### src/cable_diag_pkg.sv
// constants for the cable diagnostic and loopback block
// assumes one 25 MHz core clock and synchronous active-high reset
package cable_diag_pkg;
    localparam int CLK_MHZ = 25;
    // reflectometry timing, in ns
    localparam int TDR_SETTLE_NS = 400;
    localparam int TDR_SETTLE_CYC = (TDR_SETTLE_NS * CLK_MHZ + 999) / 1000;
    localparam int TDR_PULSE_NS = 80;
    localparam int TDR_PULSE_CYC = (TDR_PULSE_NS * CLK_MHZ + 999) / 1000;
    localparam int TDR_WINDOW_NS = 10240;
    localparam int TDR_WINDOW_CYC = TDR_WINDOW_NS * CLK_MHZ / 1000;
    localparam int LEN_W = 8;
    localparam int CBL_W = 4;
    localparam int CNT_W = 9;
    localparam logic [LEN_W-1:0] LEN_ZERO = 8'h00;
    localparam logic [LEN_W-1:0] LEN_MAX = 8'hFF;
    localparam logic [CBL_W-1:0] CBL_ZERO = 4'h0;
    localparam logic [CNT_W-1:0] CNT_ZERO = 9'h000;
    localparam logic [CNT_W-1:0] CNT_ONE = 9'h001;
    localparam logic [1:0] DIBIT_ZERO = 2'h0;

    typedef enum logic [1:0] {
        ST_IDLE = 2'b00,
        ST_SETTLE = 2'b01,
        ST_PULSE = 2'b10,
        ST_LISTEN = 2'b11
    } tdr_state_type;
endpackage

### src/cable_diag_and_loopback.sv
// reflectometry sequencer, cable length pass-through and loopback muxing
// assumes mode bits arrive as plain ports from the management register file
module cable_diag_and_loopback
    import cable_diag_pkg::*;
(
    input wire logic core_clk,
    input wire logic rst,
    // mode bits from the management registers
    input wire logic tdr_enable,
    input wire logic manual_pair_select,
    input wire logic near_loop_enable,
    input wire logic analog_loop_enable,
    input wire logic [cable_diag_pkg::CBL_W-1:0] cable_length_code,
    input wire logic link_100_up,
    // status toward the management registers
    output logic tdr_done,
    output logic tdr_fault_seen,
    output logic [cable_diag_pkg::LEN_W-1:0] tdr_channel_length,
    output logic [cable_diag_pkg::CBL_W-1:0] cable_length_report,
    output logic cable_length_valid,
    output logic link_force_down,
    // analog front end
    output logic pulse_tx_pair,
    output logic pulse_rx_pair,
    input wire logic reflection_seen,
    output logic line_tx_power_on,
    // mac side
    input wire logic mac_tx_en,
    input wire logic [1:0] mac_txd,
    output logic mac_crs_dv,
    output logic [1:0] mac_rxd,
    // coded stream toward and from the line
    output logic line_tx_en,
    output logic [1:0] line_txd,
    input wire logic line_rx_dv,
    input wire logic [1:0] line_rxd
);
    import cable_diag_pkg::*;

    typedef struct packed {
        tdr_state_type st;
        logic [CNT_W-1:0] cnt;
        logic [LEN_W-1:0] len;
        logic done;
        logic fault;
        logic pair_rx;
        logic [CBL_W-1:0] cbl;
        logic cbl_ok;
        logic rx_dv;
        logic [1:0] rxd;
        logic tx_en;
        logic [1:0] txd;
    } state_type;

    state_type r;
    state_type next_r;
    logic tick;
    logic [5:0] div;

    ////////////////////////////////////////////////////////////////////////////
    // length tick: window split into one step per length code
    // at 25 MHz a step is a single cycle, so div rests at zero
    always_ff @(posedge core_clk) begin
        if (rst || r.st != ST_LISTEN || tick) begin
            div <= 6'h00;
        end else begin
            div <= div + 6'h01;
        end
    end
    assign tick = (div == 6'(TDR_WINDOW_CYC / (2 ** LEN_W) - 1));

    ////////////////////////////////////////////////////////////////////////////
    always_comb begin
        next_r = r;
        next_r.cbl = cable_length_code;
        next_r.cbl_ok = link_100_up;
        case (r.st)
            ST_IDLE: begin
                if (tdr_enable) begin
                    next_r.st = ST_SETTLE;
                    next_r.done = 1'b0;
                    next_r.fault = 1'b0;
                    next_r.len = LEN_ZERO;
                    next_r.cnt = CNT_ZERO;
                    // crossover forced off, so the manual select decides
                    next_r.pair_rx = manual_pair_select;
                end
            end
            ST_SETTLE: begin
                // give the dropped link time to go quiet before pulsing
                next_r.cnt = r.cnt + CNT_ONE;
                if (r.cnt == CNT_W'(TDR_SETTLE_CYC - 1)) begin
                    next_r.st = ST_PULSE;
                    next_r.cnt = CNT_ZERO;
                end
            end
            ST_PULSE: begin
                next_r.cnt = r.cnt + CNT_ONE;
                if (r.cnt == CNT_W'(TDR_PULSE_CYC - 1)) begin
                    next_r.st = ST_LISTEN;
                    next_r.cnt = CNT_ZERO;
                end
            end
            ST_LISTEN: begin
                if (reflection_seen) begin
                    next_r.st = ST_IDLE;
                    next_r.fault = 1'b1;
                    next_r.done = 1'b1;
                end else if (r.len == LEN_MAX && tick) begin
                    // matched cable: no echo, length left meaningless
                    next_r.st = ST_IDLE;
                    next_r.done = 1'b1;
                end else if (tick) begin
                    next_r.len = r.len + 8'h01;
                end
            end
            default: next_r.st = ST_IDLE;
        endcase
        if (!tdr_enable) begin
            next_r.st = ST_IDLE;
        end
        // far loop: line data turned straight back to the line
        if (analog_loop_enable) begin
            next_r.tx_en = line_rx_dv;
            next_r.txd = line_rxd;
            next_r.rx_dv = 1'b0;
            next_r.rxd = DIBIT_ZERO;
        end else if (near_loop_enable) begin
            // turned around past the coding stages, one register of delay
            next_r.rx_dv = mac_tx_en;
            next_r.rxd = mac_txd;
            next_r.tx_en = mac_tx_en;
            next_r.txd = mac_txd;
        end else begin
            next_r.rx_dv = line_rx_dv;
            next_r.rxd = line_rxd;
            next_r.tx_en = mac_tx_en;
            next_r.txd = mac_txd;
        end
    end

    always_ff @(posedge core_clk) begin
        if (rst) begin
            r <= '{st: ST_IDLE, cnt: CNT_ZERO, len: LEN_ZERO, done: 1'b0, fault: 1'b0,
                   pair_rx: 1'b0, cbl: CBL_ZERO, cbl_ok: 1'b0, rx_dv: 1'b0,
                   rxd: DIBIT_ZERO, tx_en: 1'b0, txd: DIBIT_ZERO};
        end else begin
            r <= next_r;
        end
    end

    ////////////////////////////////////////////////////////////////////////////
    assign tdr_done = r.done;
    assign tdr_fault_seen = r.fault;
    assign tdr_channel_length = r.len;
    assign cable_length_report = r.cbl;
    assign cable_length_valid = r.cbl_ok;
    assign link_force_down = tdr_enable;
    assign pulse_tx_pair = (r.st == ST_PULSE) && !r.pair_rx;
    assign pulse_rx_pair = (r.st == ST_PULSE) && r.pair_rx;
    // near loop never lights the line, whatever the mac does
    assign line_tx_power_on = !near_loop_enable && !tdr_enable;
    assign mac_crs_dv = r.rx_dv;
    assign mac_rxd = r.rxd;
    assign line_tx_en = r.tx_en && !near_loop_enable;
    assign line_txd = near_loop_enable ? DIBIT_ZERO : r.txd;

    ////////////////////////////////////////////////////////////////////////////
    pulse_pair_sel_a: assert property (@(posedge core_clk) disable iff (rst)
        (r.st == ST_IDLE && tdr_enable) |=> (r.pair_rx == $past(manual_pair_select)))
        else $error("tested pair not taken from manual select");
    // ten settle cycles split into two short runs; pulse seen on the eleventh edge
    pulse_after_settle_a: assert property (@(posedge core_clk) disable iff (rst)
        (r.st == ST_IDLE && tdr_enable) ##1 tdr_enable [*8] ##1 tdr_enable [*2]
        |=> (pulse_tx_pair || pulse_rx_pair))
        else $error("pulse not sent after settle time");
    pulse_one_pair_a: assert property (@(posedge core_clk) disable iff (rst)
        !(pulse_tx_pair && pulse_rx_pair))
        else $error("pulse on both pairs");
    echo_done_a: assert property (@(posedge core_clk) disable iff (rst)
        (r.st == ST_LISTEN && reflection_seen && tdr_enable) |=> (tdr_done && tdr_fault_seen))
        else $error("echo did not finish the test");
    // enable left high restarts the test, so only an idle, disabled block must hold
    length_hold_a: assert property (@(posedge core_clk) disable iff (rst)
        (tdr_done && r.st == ST_IDLE && !tdr_enable) |=> $stable(tdr_channel_length))
        else $error("length moved after completion");
    link_drop_a: assert property (@(posedge core_clk) disable iff (rst)
        tdr_enable |-> (link_force_down && !line_tx_power_on))
        else $error("link not dropped during test");
    near_loop_a: assert property (@(posedge core_clk) disable iff (rst)
        (near_loop_enable && !analog_loop_enable) |=> (mac_rxd == $past(mac_txd)))
        else $error("near loop data not returned");
    near_quiet_a: assert property (@(posedge core_clk) disable iff (rst)
        near_loop_enable |-> (!line_tx_power_on && !line_tx_en))
        else $error("line driven in near loop");
    far_loop_a: assert property (@(posedge core_clk) disable iff (rst)
        analog_loop_enable ##1 (analog_loop_enable && !near_loop_enable)
        |-> (line_txd == $past(line_rxd) && !mac_crs_dv))
        else $error("far loop not looping or not isolated");
    cable_valid_a: assert property (@(posedge core_clk) disable iff (rst)
        cable_length_valid |-> $past(link_100_up))
        else $error("cable length valid without link");

    cover_fault_c: cover property (@(posedge core_clk) disable iff (rst) $rose(tdr_fault_seen));
    cover_match_c: cover property (@(posedge core_clk) disable iff (rst)
        $rose(tdr_done) && !tdr_fault_seen);
    cover_rx_pair_c: cover property (@(posedge core_clk) disable iff (rst) pulse_rx_pair);
    cover_far_c: cover property (@(posedge core_clk) disable iff (rst)
        analog_loop_enable && line_tx_en);
endmodule

### config.mk
export PLATFORM = sky130hd
export DESIGN_NAME = cable_diag_and_loopback
export DESIGN_NICKNAME = d
export VERILOG_FILES = /design/src/cable_diag_pkg.sv /design/src/cable_diag_and_loopback.sv
export SDC_FILE = /design/constraint.sdc
export NUM_CORES = 1
export LEC_CHECK = 0
export BUFFER_PORTS_ARGS = -buffer_cell sky130_fd_sc_hd__buf_4
export CAP_MARGIN = 20
export CELL_PAD_IN_SITES_DETAIL_PLACEMENT = 1
export CELL_PAD_IN_SITES_GLOBAL_PLACEMENT = 1
export CORE_MARGIN = 2
export CORE_UTILIZATION = 37
export DETAILED_ROUTE_END_ITERATION = 12
export PLACE_DENSITY = 0.8
export SLEW_MARGIN = 40
export SYNTH_ARGS = -nofsm -noshare
export SYNTH_HDL_FRONTEND = slang
export SYNTH_SLANG_ARGS = --single-unit
### constraint.sdc
create_clock -name core_clk -period 2.01 [get_ports core_clk]
set_clock_uncertainty 0.2 [all_clocks]
set_input_delay 0.1005 -clock core_clk [delete_from_list [all_inputs] [get_ports core_clk]]
set_output_delay 0.1005 -clock core_clk [all_outputs]
set_load 0.01 [all_outputs]
After elaboration in Yosys (flattened, before gate mapping)
Cells that the tools add are included.
{"block": "word_totals", "regBits": 39, "input_bits": 18, "output_inout_bits": 25, "wordCells": 71}
{"block": "classes", "addsub": 3, "n_eq_ne": 15, "muxes": 17, "n_bitwise": 1, "n_reduce_logical": 22}
{"operator": "$pmux W9 S3", "n": 1}
{"operator": "$mux W8", "n": 3}
{"operator": "$mux W11", "n": 2}
{"operator": "$mux W22", "n": 1}
{"operator": "$pmux W10 S2", "n": 1}
{"operator": "$ne A2 B2 Y1 const B", "n": 8}
{"operator": "$add A9 B1 Y9 const B", "n": 1}
{"operator": "$eq A9 B1 Y1 const B", "n": 1}
{"operator": "$eq A9 B4 Y1 const B", "n": 1}
{"operator": "$add A8 B1 Y8 const B", "n": 1}
{"operator": "$eq A8 B8 Y1 const B", "n": 1}
{"operator": "$pmux W2 S4", "n": 1}
{"operator": "$add A6 B1 Y6 const B", "n": 1}
{"operator": "$logic_not A6 Y1", "n": 1}
{"operator": "$mux W2", "n": 3}
{"operator": "$mux W6", "n": 1}
{"operator": "$reduce_and A3 Y1", "n": 2}
{"operator": "$logic_and A1 B1 Y1", "n": 5}
{"operator": "$reduce_and A5 Y1", "n": 1}
{"operator": "$eq A2 B2 Y1 const B", "n": 2}
{"operator": "$reduce_and A2 Y1", "n": 2}
{"operator": "$reduce_and A4 Y1", "n": 1}
{"operator": "$reduce_or A2 Y1", "n": 2}
{"operator": "$logic_not A1 Y1", "n": 3}
{"operator": "9 further kinds", "n": 12}

Longest topological paths before layout
Gate-level depths: netlist of run 1.
{"block": "logic_depth", "word_depth": 5, "mapped_depth": 7, "depth_no_buf": 7}

Least setup slack after synthesis of run 1
Ideal clock, no wire load.
{"block": "synth_path", "path_kind": "register to register", "start": "reg r (netlist bit tdr_channel_length[0])", "end": "reg r (netlist bit tdr_channel_length[4])", "setup_ps": 122, "t_arrival_ps": 1636, "required_time_ps": 1688, "setup_slack_ps": 52, "path_stages_with_launch": 7, "n_path_buf": 0, "period_less_slack_ps": 1958, "path_cell_list": "dfxtp_1 > ha_1 > and3_1 > and2_1 > nor4b_4 > a31oi_1 > a311o_1"}
{"block": "synth_between", "elab_chain_cells": 5, "elab_cells_between_ends": 9, "cone_classes": "add/sub: 1; eq/ne: 2; mux: 4; reduce/logical: 2"}
{"item": "start: declaration", "line_no": "cable_diag_and_loopback.sv:55", "rtl": "state_type r;"}
{"item": "start signal: assignment", "line_no": "cable_diag_and_loopback.sv:144", "rtl": "r <= '{st: ST_IDLE, cnt: CNT_ZERO, len: LEN_ZERO, done: 1'b0, fault: 1'b0,"}
{"item": "start signal: assignment", "line_no": "cable_diag_and_loopback.sv:148", "rtl": "r <= next_r;"}
{"item": "$add A8 B1 Y8", "line_no": "cable_diag_and_loopback.sv:114", "rtl": "next_r.len = r.len + 8'h01;"}
{"item": "$mux W8", "line_no": "cable_diag_and_loopback.sv:113", "rtl": "end else if (tick) begin"}
{"item": "$mux W8", "line_no": "cable_diag_and_loopback.sv:109", "rtl": "end else if (r.len == LEN_MAX && tick) begin"}
{"item": "$mux W8", "line_no": "cable_diag_and_loopback.sv:105", "rtl": "if (reflection_seen) begin"}
{"item": "$pmux W10 S2", "line_no": "cable_diag_and_loopback.sv:77", "rtl": "case (r.st)"}
Parallel ways exist; a longest one is shown, timed or not. The select of a mux whose other input is x is not followed.
A chain may end at the register's enable or synchronous reset.

Final worst setup path of run 1
{"block": "layout_path", "start": "reg r[23] in the netlist's numbering", "end": "reg r[31] in the netlist's numbering"}
{"block": "layout_between", "elab_chain_cells": 3, "elab_cells_between_ends": 5, "cone_classes": "eq/ne: 4; reduce/logical: 1"}
{"item": "$eq A9 B1 Y1 / $eq A9 B4 Y1 (equally long branches)", "line_no": "cable_diag_and_loopback.sv:99, cable_diag_and_loopback.sv:92"}
{"item": "$ne A2 B2 Y1 (no line)"}
{"item": "$reduce_and A4 Y1 (no line) (*)"}
Every way passes the cells marked *; elsewhere a longest branch is shown, timed or not.

==> results.yml, run 1 <==
placed_design:
  pre_cts_ws_ns: -0.07132
  port_buffers: 42
  dp_hpwl_mm: 4.197
  place_area_sq_um: 2638
  dp_cells: 369
  gp_congestion: 0.8258
floorplanning:
  coreArea_sq_um: 5816
  start_util_pct: 37.82
  rows: 28
  dieArea_sq_um: 6578
  fp.dieH_um: 81.11
  ios: 43
  die-width_um: 81.11
final_layout:
  area_growth_pct: 43.97
  instances_no_fill: 408
  fillCellCount: 698
  antenna_cells: 0
  drive_gt1_share_pct: 34.53
  design_area_sq_um: 3167
  nets: 361
pwr:
  p_leak_nw: 1.301
  ir_drop_mv: 0.3221
  finalPower_w: 0.001720
  pwr_density_cell_nw_per_um2: 543.0
yosys:
  syn_area_per_cell_sq_um: 8.694
  ys_ff_latch: 39
  synth_fa_ha_area_share_pct: 6.257
  synth_cell_types: 44
  synthMuxAreaShare_pct: 5.973
  synthCells: 253
  ys.flop_type: "dfxtp_1"
  synth_edf_count: 0
  async_reset_ff_share_pct: 0
  synth-simple-area-share_pct: 30.38
  synth_top_family_by_area: "simple AND/OR/NAND/NOR gates"
  syn_nets: 282
  synth_xor_xnor_area_share_pct: 2.389
  yosys_warnings: 0
  synth_seq_area_share_pct: 35.49
  synth-compound-area-share_pct: 11.60
  synth.cell_area_sq_um: 2200
routing:
  detail_route.wl_per_cell_um: 16.72
  drc: 0
  final_antenna_net_count: 0
  vias_per_cell: 5.211
  vias: 2126
  dr.first_iter.drc_count: 69
  firstDrtPassIters: 4
  drt-total-wl_mm: 6.821
outcome:
  violations: "setup timing"
  status: "complete, but fails checks"
grt:
  grt_use_total_pct: 20.57
  grt-ovfl-total: 0
  grt_antenna_before_repair: 0
  grt_pass1_wl_mm: 10.36
  grt_pass1_vias: 2151
  grt_max_degree: 30
sta:
  setup_violations: 11
  max_freq_mhz: 462.1
  rsz0062_at_grt: "true"
  max_slew_margin_pct: 72.69
  hold_viol: 0
  slew_viol_final: 0
  tightest_slew_ns: 0.4079
  min_period_ns: 2.164
  holdWs_ns: 0.2638
  period_share_pct: 107.7
  fin_ws_ns: -0.1540
hold_path:
  hold_depth: 1
  hold_path_class: "reg -> reg"
  hp-start: "div[0]$_SDFF_PP0_"
  hold_end: "div[0]$_SDFF_PP0_"
setup_path:
  crit_path_max_fanout: 3
  worstReg2RegEnd: "r[31]$_SDFFE_PP0P_"
  cp-start-kind: "flip-flop"
  rrSetupSlack_ns: -0.15
  required_ns: 1.99
  worstSetupPathType: "reg -> reg"
  rr_worst_depth: 7
  end_kind: "flip-flop"
  reg2reg_from: "r[23]$_SDFFE_PP0P_"
  critPathArrivalTime_ns: 2.15
cts:
  cts_sinks: 39
  clock_latency_ns: 0.29
  root_buffer: "clkbuf_8"
  cts_tree: "yes"
  cts_made_buffers: 5
  htree_levels: 2
  clockBufferDepth: 2
  path_clk_slew_ns: 0.08
flow_run:
  max_cap_violations: 0
==> flip-flops by register name (all words and copies together) (netlist names) <==
signal               count
cable_length_valid       1
mac_rxd                  2
mac_crs_dv               1
tdr_channel_length       8
tdr_done                 1
cable_length_report      4
r                       15
tdr_fault_seen           1
div                      6
==> cells in the final DEF (no fill, tap or decap), types with 3 or more instances in the layout <==
| cell type | instances |
|---|---|
| or3_1 | 3 |
| a31oi_1 | 5 |
| a21o_1 | 5 |
| nand3_1 | 13 |
| dfxtp_2 | 7 |
| and3_1 | 5 |
| dfxtp_1 | 31 |
| inv_1 | 3 |
| o21ai_0 | 3 |
| ha_1 | 7 |
| a21oi_1 | 9 |
| xor2_1 | 4 |
| inv_2 | 3 |
| nor2_1 | 17 |
| clkbuf_8 | 6 |
| nor3_1 | 5 |
| ha_4 | 3 |
| nand2b_1 | 8 |
| nor2b_1 | 14 |
| dlygate4sd3_1 | 24 |
| nand2_1 | 27 |
| nor4_1 | 3 |
| mux2i_1 | 12 |
| nor3_2 | 3 |
| buf_4 | 71 |
==> stage by stage <==
| stage | TNS, ns | utilization, % |
|---|---|---|
| 4_1_cts | -0.06987 | 52.52 |
| 6_report | -0.8235 | 54.45 |
| 2_1_floorplan | 0 | - |
| 3_5_place_dp | -0.1584 | 45.35 |
| 5_1_grt | -1.434 | 54.45 |
| 3_3_place_gp | -0.01803 | 45.35 |
==> per-layer routing <==
| layer | vias to the layer above | track usage (%) | part of all wire (%) |
|---|---|---|---|
| met3 | 6 | 3.333 | 2.2 |
| met2 | 34 | 38.93 | 54 |
| met4 | 0 | 4.915 | 0.86 |
| li1 | 1027 | - | - |
| met1 | 1059 | 24.01 | 43 |
| met5 | - | 0 | 0 |
==> cell usage after synthesis (4+ instances only) <==
library cell	n	share of area, %
nor2b_1	14	4.0
mux2i_1	12	5.5
nand2_1	28	4.8
nor3_1	8	1.8
inv_1	6	1.0
ha_1	11	6.3
clkbuf_1	8	1.4
dfxtp_1	39	35
nand2b_1	8	2.3
nand3_1	14	3.2
xor2_1	4	1.6
a21o_1	5	1.7
a21oi_1	10	2.3
buf_4	15	5.1
a31oi_1	6	1.7
nor2_1	18	3.1
and3_1	5	1.4
==> cell type report <==
type                       instances  area, sq um  share of cell area [%]
multi-input combinational        183         1344                   42.43
timing repair buffer              97        795.8                   25.13
sequential                        39        793.3                   25.05
tap                               75        93.84                   2.963
clock buffer                       6        82.58                   2.608
clock inverter                     2        35.03                   1.106
inverter                           6        22.52                  0.7112
==> power breakdown <==
group / leakage (nW) / switching, W / internal, W
registers: 0.321 / 0.00000756 / 0.000786
logic: 0.918 / 0.000108 / 0.000118
clock network: 0.0612 / 0.000297 / 0.000402
==> critical path: stages (launching register included) <==
cell,delay (ns)
dfxtp_2,0.34
inv_2,0.07
ha_4,0.12
nor4b_4,0.36
nand2_2,0.14
o21a_1,0.23
a211oi_2,0.25
mux2_4,0.35
==> repair_timing <==
item | in CTS | in global routing
hold endpoints to repair | 20 | 0
buffers inserted | 2 | 6
resized for setup | 12 | 23
pin swaps | 3 | 16
endpoints found under the setup margin | 6 | 18
hold buffers | 24 | 0
==> worst max-delay path by stage <==
stage,start,endpoint,slack (ns),depth (start not counted)
4_1_cts,r[23]$_SDFFE_PP0P_,r[31]$_SDFFE_PP0P_,-0.06,7
6_report,r[23]$_SDFFE_PP0P_,r[31]$_SDFFE_PP0P_,-0.15,7
2_1_floorplan,tdr_channel_length[0]$_SDFFE_PP0P_,tdr_channel_length[4]$_SDFFE_PP0P_,0.05,6
3_5_place_dp,r[31]$_SDFFE_PP0P_,r[28]$_SDFFE_PP0P_,-0.07,7
3_3_place_gp,r[30]$_SDFFE_PP0P_,r[31]$_SDFFE_PP0P_,-0.02,5
5_1_grt,r[23]$_SDFFE_PP0P_,r[31]$_SDFFE_PP0P_,-0.18,7
==> logic make-up (layout without fill, tap and decap cells) <==
kind of cell	Yosys count	in the layout
AND/OR/NAND/NOR	117	117
flip-flops	39	39
AO/OA/AOI/OAI	36	36
buffers and inverters	31	111
multiplexers	13	13
adder cells (fa/ha/maj)	11	11
XOR/XNOR	6	6
Note: power is estimated with default switching activity, not from simulation.
==> run 2, diff against run 1 <==
--- a/config.mk
+++ b/config.mk
@@ -9,7 +9,6 @@
 export CAP_MARGIN = 20
 export CELL_PAD_IN_SITES_DETAIL_PLACEMENT = 1
 export CELL_PAD_IN_SITES_GLOBAL_PLACEMENT = 1
-export CORE_MARGIN = 2
 export CORE_UTILIZATION = 37
 export DETAILED_ROUTE_END_ITERATION = 12
 export PLACE_DENSITY = 0.8
==> results.yml, run 2 (synthesis gave the netlist of run 1 again) <==
pwr:
  swShare_pct: 25.44
  intPower_w: 0.001269
  p_sw_w: 0.0004330
  comb_power_share_pct: 13.3
  ir_drop_mv: 0.2511
  pwr_density_cell_nw_per_um2: 552.7
  p_clk_share_pct: 40.1
  p_leak_nw: 1.268
  pwr-share-seq_pct: 46.6
setup_path:
  worstSetupPathType: "reg -> reg"
  crit_path_max_fanout: 3
  rr_worst_depth: 7
  reg2reg_from: "r[23]$_SDFFE_PP0P_"
  required_ns: 1.99
  max_stage_delay_ns: 0.35
  rrSetupSlack_ns: 0.05
  cp-start-kind: "flip-flop"
  worstReg2RegEnd: "r[31]$_SDFFE_PP0P_"
  critPathArrivalTime_ns: 1.93
  crit_slowest_cell: "mux2_1"
  end_kind: "flip-flop"
  crit_buf_inv: 1
  crit_chain: "inv_1, ha_1, nor4b_4, nand2_1, o21a_1, a211oi_2, mux2_1"
  crit_family: "compound AO/OA/AOI/OAI gates"
cts:
  path_clk_slew_ns: 0.09
  clock_latency_ns: 0.30
  htree_levels: 2
  cts_made_buffers: 5
  root_buffer: "clkbuf_8"
  cts_tree: "yes"
  clockBufferDepth: 2
  cts_sinks: 39
hold_path:
  hp-start: "div[0]$_SDFF_PP0_"
  hold_path_class: "reg -> reg"
  hold_end: "div[0]$_SDFF_PP0_"
  hold_depth: 1
placed_design:
  gp_congestion: 0.8160
  dp_hpwl_mm: 4.378
  port_buffers: 42
  pre_cts_ws_ns: -0.1120
sta:
  rsz0062_at_grt: "true"
  setup_violations: 0
  max_slew_margin_pct: 73.42
  timing.setup.tns_ns: 0
  max_freq_mhz: 510.4
  tightest_slew_ns: 0.3957
  min_period_ns: 1.959
  hold_viol: 0
  slew_viol_final: 0
  period_share_pct: 97.48
  fin_ws_ns: 0.05068
final_layout:
  regMostFlops: "r"
  area_growth_pct: 39.99
  largest_register_ffs: 15
  drive_gt1_share_pct: 30.98
  antenna_cells: 0
  layout.cells.most_common_list: "buf_4, dfxtp_1, nand2_1"
  final_util_pct: 54.91
  final_common_cell: "buf_4"
  nets: 354
routing:
  drt-total-wl_mm: 7.373
  firstDrtPassIters: 4
  dr.first_iter.drc_count: 64
  vias_per_cell: 5.394
  vias: 2147
  detail_route.wl_per_cell_um: 18.53
  drc: 0
  final_antenna_net_count: 0
grt:
  grt_pass1_wl_mm: 11.36
  grt_use_total_pct: 23.89
  grt-ovfl-total: 0
  grt_antenna_before_repair: 0
  grt_max_degree: 30
  grt_pass1_vias: 2245
floorplanning:
  rows: 27
  coreArea_sq_um: 5608
  die-width_um: 79.11
  fp.dieH_um: 79.11
  start_util_pct: 39.22
  ios: 43
  dieArea_sq_um: 6258
flow_run:
  max_cap_violations: 0
outcome:
  status: "completed"
==> run 2: how the worst max path moves through the flow <==
stage	start	to	slack (ns)	cells after the start
after floorplan	tdr_channel_length[0]$_SDFFE_PP0P_	tdr_channel_length[4]$_SDFFE_PP0P_	0.05	6
after global placement	r[31]$_SDFFE_PP0P_	r[28]$_SDFFE_PP0P_	-0.04	7
after detailed placement	r[31]$_SDFFE_PP0P_	r[28]$_SDFFE_PP0P_	-0.11	7
after CTS	tdr_channel_length[0]$_SDFFE_PP0P_	tdr_channel_length[4]$_SDFFE_PP0P_	0.02	6
after global routing	r[23]$_SDFFE_PP0P_	r[31]$_SDFFE_PP0P_	-0.05	7
final	r[23]$_SDFFE_PP0P_	r[31]$_SDFFE_PP0P_	0.05	7
==> run 2: cell type report <==
cell class | instances | area, sq um
inverter | 6 | 27.53
clock buffer | 5 | 68.82
multi-input combinational | 183 | 1319
clock inverter | 3 | 43.79
timing repair buffer | 90 | 739.5
sequential | 39 | 790.8
tap | 72 | 90.09
fill | 663 | 2529
==> run 2: worst register-to-register path, stage by stage, from the launching register on <==
cell and delay [ns]:
dfxtp_1 0.32, inv_1 0.05, ha_1 0.13, nor4b_4 0.25, nand2_1 0.11, o21a_1 0.22, a211oi_2 0.20, mux2_1 0.35
==> run 2: power by group through the flow <==
stage	Clock (W)	Sequential (W)	Combinational, W
2_1_floorplan	0	0.000810	0.0000931
3_3_place_gp	0	0.000810	0.000161
3_5_place_dp	0	0.000811	0.000165
4_1_cts	0.000684	0.000795	0.000209
5_1_grt	0.000725	0.000795	0.000239
6_report	0.000682	0.000794	0.000226
==> run 2: through the flow <==
step | hold WS, ns | instance area, sq um | cells | total power (W)
final | 0.2734 | 3079 | 398 | 0.001702
after global routing | 0.3002 | 3079 | 398 | 0.001759
after global placement | 0.1161 | 2619 | 364 | 0.0009708
after detailed placement | 0.1199 | 2619 | 364 | 0.0009768
after floorplan | 0.02868 | 2200 | 253 | 0.0009034
after CTS | 0.2712 | 3007 | 396 | 0.001688
==> run 2: metal layers <==
layer	part of all wire, %	vias to the layer above	GRT usage [%]
li1	-	1014	-
met1	42	1067	26.81
met2	52	52	44.74
met3	3.1	14	4.138
met4	2.0	0	8.364
met5	0	-	0
==> run 2: repair_timing <==
item                                    in CTS  in global routing
hold endpoints to repair                    15                  0
gates resized for setup                      9                 18
pin swaps                                    1                  6
buffers inserted                             0                  2
endpoints found under the setup margin       7                 16
hold buffers                                24                  0
==> run 3, diff against run 2 <==
--- a/config.mk
+++ b/config.mk
@@ -11,7 +11,9 @@
 export CELL_PAD_IN_SITES_GLOBAL_PLACEMENT = 1
 export CORE_UTILIZATION = 37
 export DETAILED_ROUTE_END_ITERATION = 12
+export MAX_ROUTING_LAYER = met4
 export PLACE_DENSITY = 0.8
+export RECOVER_POWER = 100
 export SLEW_MARGIN = 40
 export SYNTH_ARGS = -nofsm -noshare
 export SYNTH_HDL_FRONTEND = slang
==> results.yml, run 3 (synthesis gave the netlist of run 1 again) <==
grt:
  grt_pass1_vias: 2242
  grt_antenna_before_repair: 0
  grt_max_degree: 30
  grt-ovfl-total: 0
  grt_pass1_wl_mm: 11.38
  grt_use_total_pct: 24.57
pwr:
  pwr_density_cell_nw_per_um2: 564.1
  finalPower_w: 0.001696
  ir_drop_mv: 0.2531
  p_leak_nw: 1.189
setup_path:
  crit_path_max_fanout: 3
  cp-start-kind: "flip-flop"
  critPathArrivalTime_ns: 1.95
  worstSetupPathType: "reg -> reg"
  end_kind: "flip-flop"
  required_ns: 1.99
routing:
  final_antenna_net_count: 0
  vias: 2124
  drt-total-wl_mm: 7.398
  dr.first_iter.drc_count: 78
  vias_per_cell: 5.337
  detail_route.wl_per_cell_um: 18.59
  drc: 0
  firstDrtPassIters: 4
sta:
  timing.setup.tns_ns: 0
  setup_violations: 0
  period_share_pct: 98.11
  min_period_ns: 1.972
  max_slew_margin_pct: 73.73
  rsz0062_at_grt: "true"
  slew_viol_final: 0
  hold_viol: 0
  max_freq_mhz: 507.1
  tightest_slew_ns: 0.3910
final_layout:
  instances_no_fill: 398
  fillCellCount: 669
  multi_input_area_sq_um: 1319
  area_growth_pct: 36.69
  regMostFlops: "r"
  final_util_pct: 53.61
  nets: 354
  seq_area_sq_um: 789.5
  final_common_cell: "buf_4"
  antenna_cells: 0
  drive_gt1_share_pct: 24.85
  layout.cells.most_common_list: "buf_4, dfxtp_1, nand2_1"
  largest_register_ffs: 15
placed_design:
  gp_congestion: 0.8281
  dp_cells: 364
  port_buffers: 42
  dp_hpwl_mm: 4.378
floorplanning:
  die-width_um: 79.11
  dieArea_sq_um: 6258
  coreArea_sq_um: 5608
  ios: 43
  start_util_pct: 39.22
  fp.dieH_um: 79.11
  rows: 27
cts:
  clock_latency_ns: 0.30
  clockBufferDepth: 2
  cts_tree: "yes"
  htree_levels: 2
  cts_made_buffers: 5
  cts_sinks: 39
  root_buffer: "clkbuf_8"
  path_clk_slew_ns: 0.09
flow_run:
  max_cap_violations: 0
outcome:
  status: "completed"
hold_path:
  hold_path_class: "reg -> reg"
## run 3: worst max-delay path, cell delays in order (launching register included)
cell	delay, ns
dfxtp_1	0.32
inv_1	0.05
ha_1	0.13
nor4b_4	0.25
nand2_1	0.11
o21a_1	0.22
a211oi_2	0.21
mux2_1	0.35
## run 3: repair_timing
action,in CTS,in global routing
resized for setup,9,18
hold buffers,24,0
endpoints found under the setup margin,7,16
endpoints found under the hold margin,15,0
buffers inserted,0,2
pin swaps,1,6
## run 3: layer usage
metal  vias to the layer above  share of wire [%]  track usage [%]
li1                       1010                  -                -
met3                        13                2.8            4.138
met2                        50                 53            44.74
met1                      1051                 43            26.88
met4                         0                1.7            8.364
met5                         -                  0                -
## run 3: report_power, final
part	total (W)	switching, W	leakage, nW	internal [W]
sequential	0.000794	0.00000836	0.319	0.000785
clock	0.000685	0.000315	0.0581	0.000370
combinational	0.000217	0.000113	0.812	0.000105
total	0.00170	0.000436	1.19	0.00126
## run 3: worst paths after layout
check	from	to	slack (ns)	cells past startpoint
hold / removal	div[0]$_SDFF_PP0_	div[0]$_SDFF_PP0_	0.27	1
setup reg to reg	r[23]$_SDFFE_PP0P_	r[31]$_SDFFE_PP0P_	0.04	7
hold reg to reg	div[0]$_SDFF_PP0_	div[0]$_SDFF_PP0_	0.27	1
setup / recovery	r[23]$_SDFFE_PP0P_	r[31]$_SDFFE_PP0P_	0.04	7
## run 3: metrics by stage
stage               hold slack [ns]  worst slack (ns)  instance area [sq um]
detailed placement           0.1199           -0.1120                   2619
global route                 0.3002          -0.05000                   3007
floorplan                   0.02868           0.05176                   2200
finish                       0.2741           0.03796                   3007
global placement             0.1161          -0.03939                   2619
CTS                          0.2712           0.01888                   3007
## run 3: final cells by class
cell class	count	area share [%]
multi-input cells	183	43.86
flip-flops and latches	39	26.26
repair buffers	90	22.22
well taps	72	2.996
clock buffers	5	2.289
clock inverters	3	1.457
inverters	6	0.9155
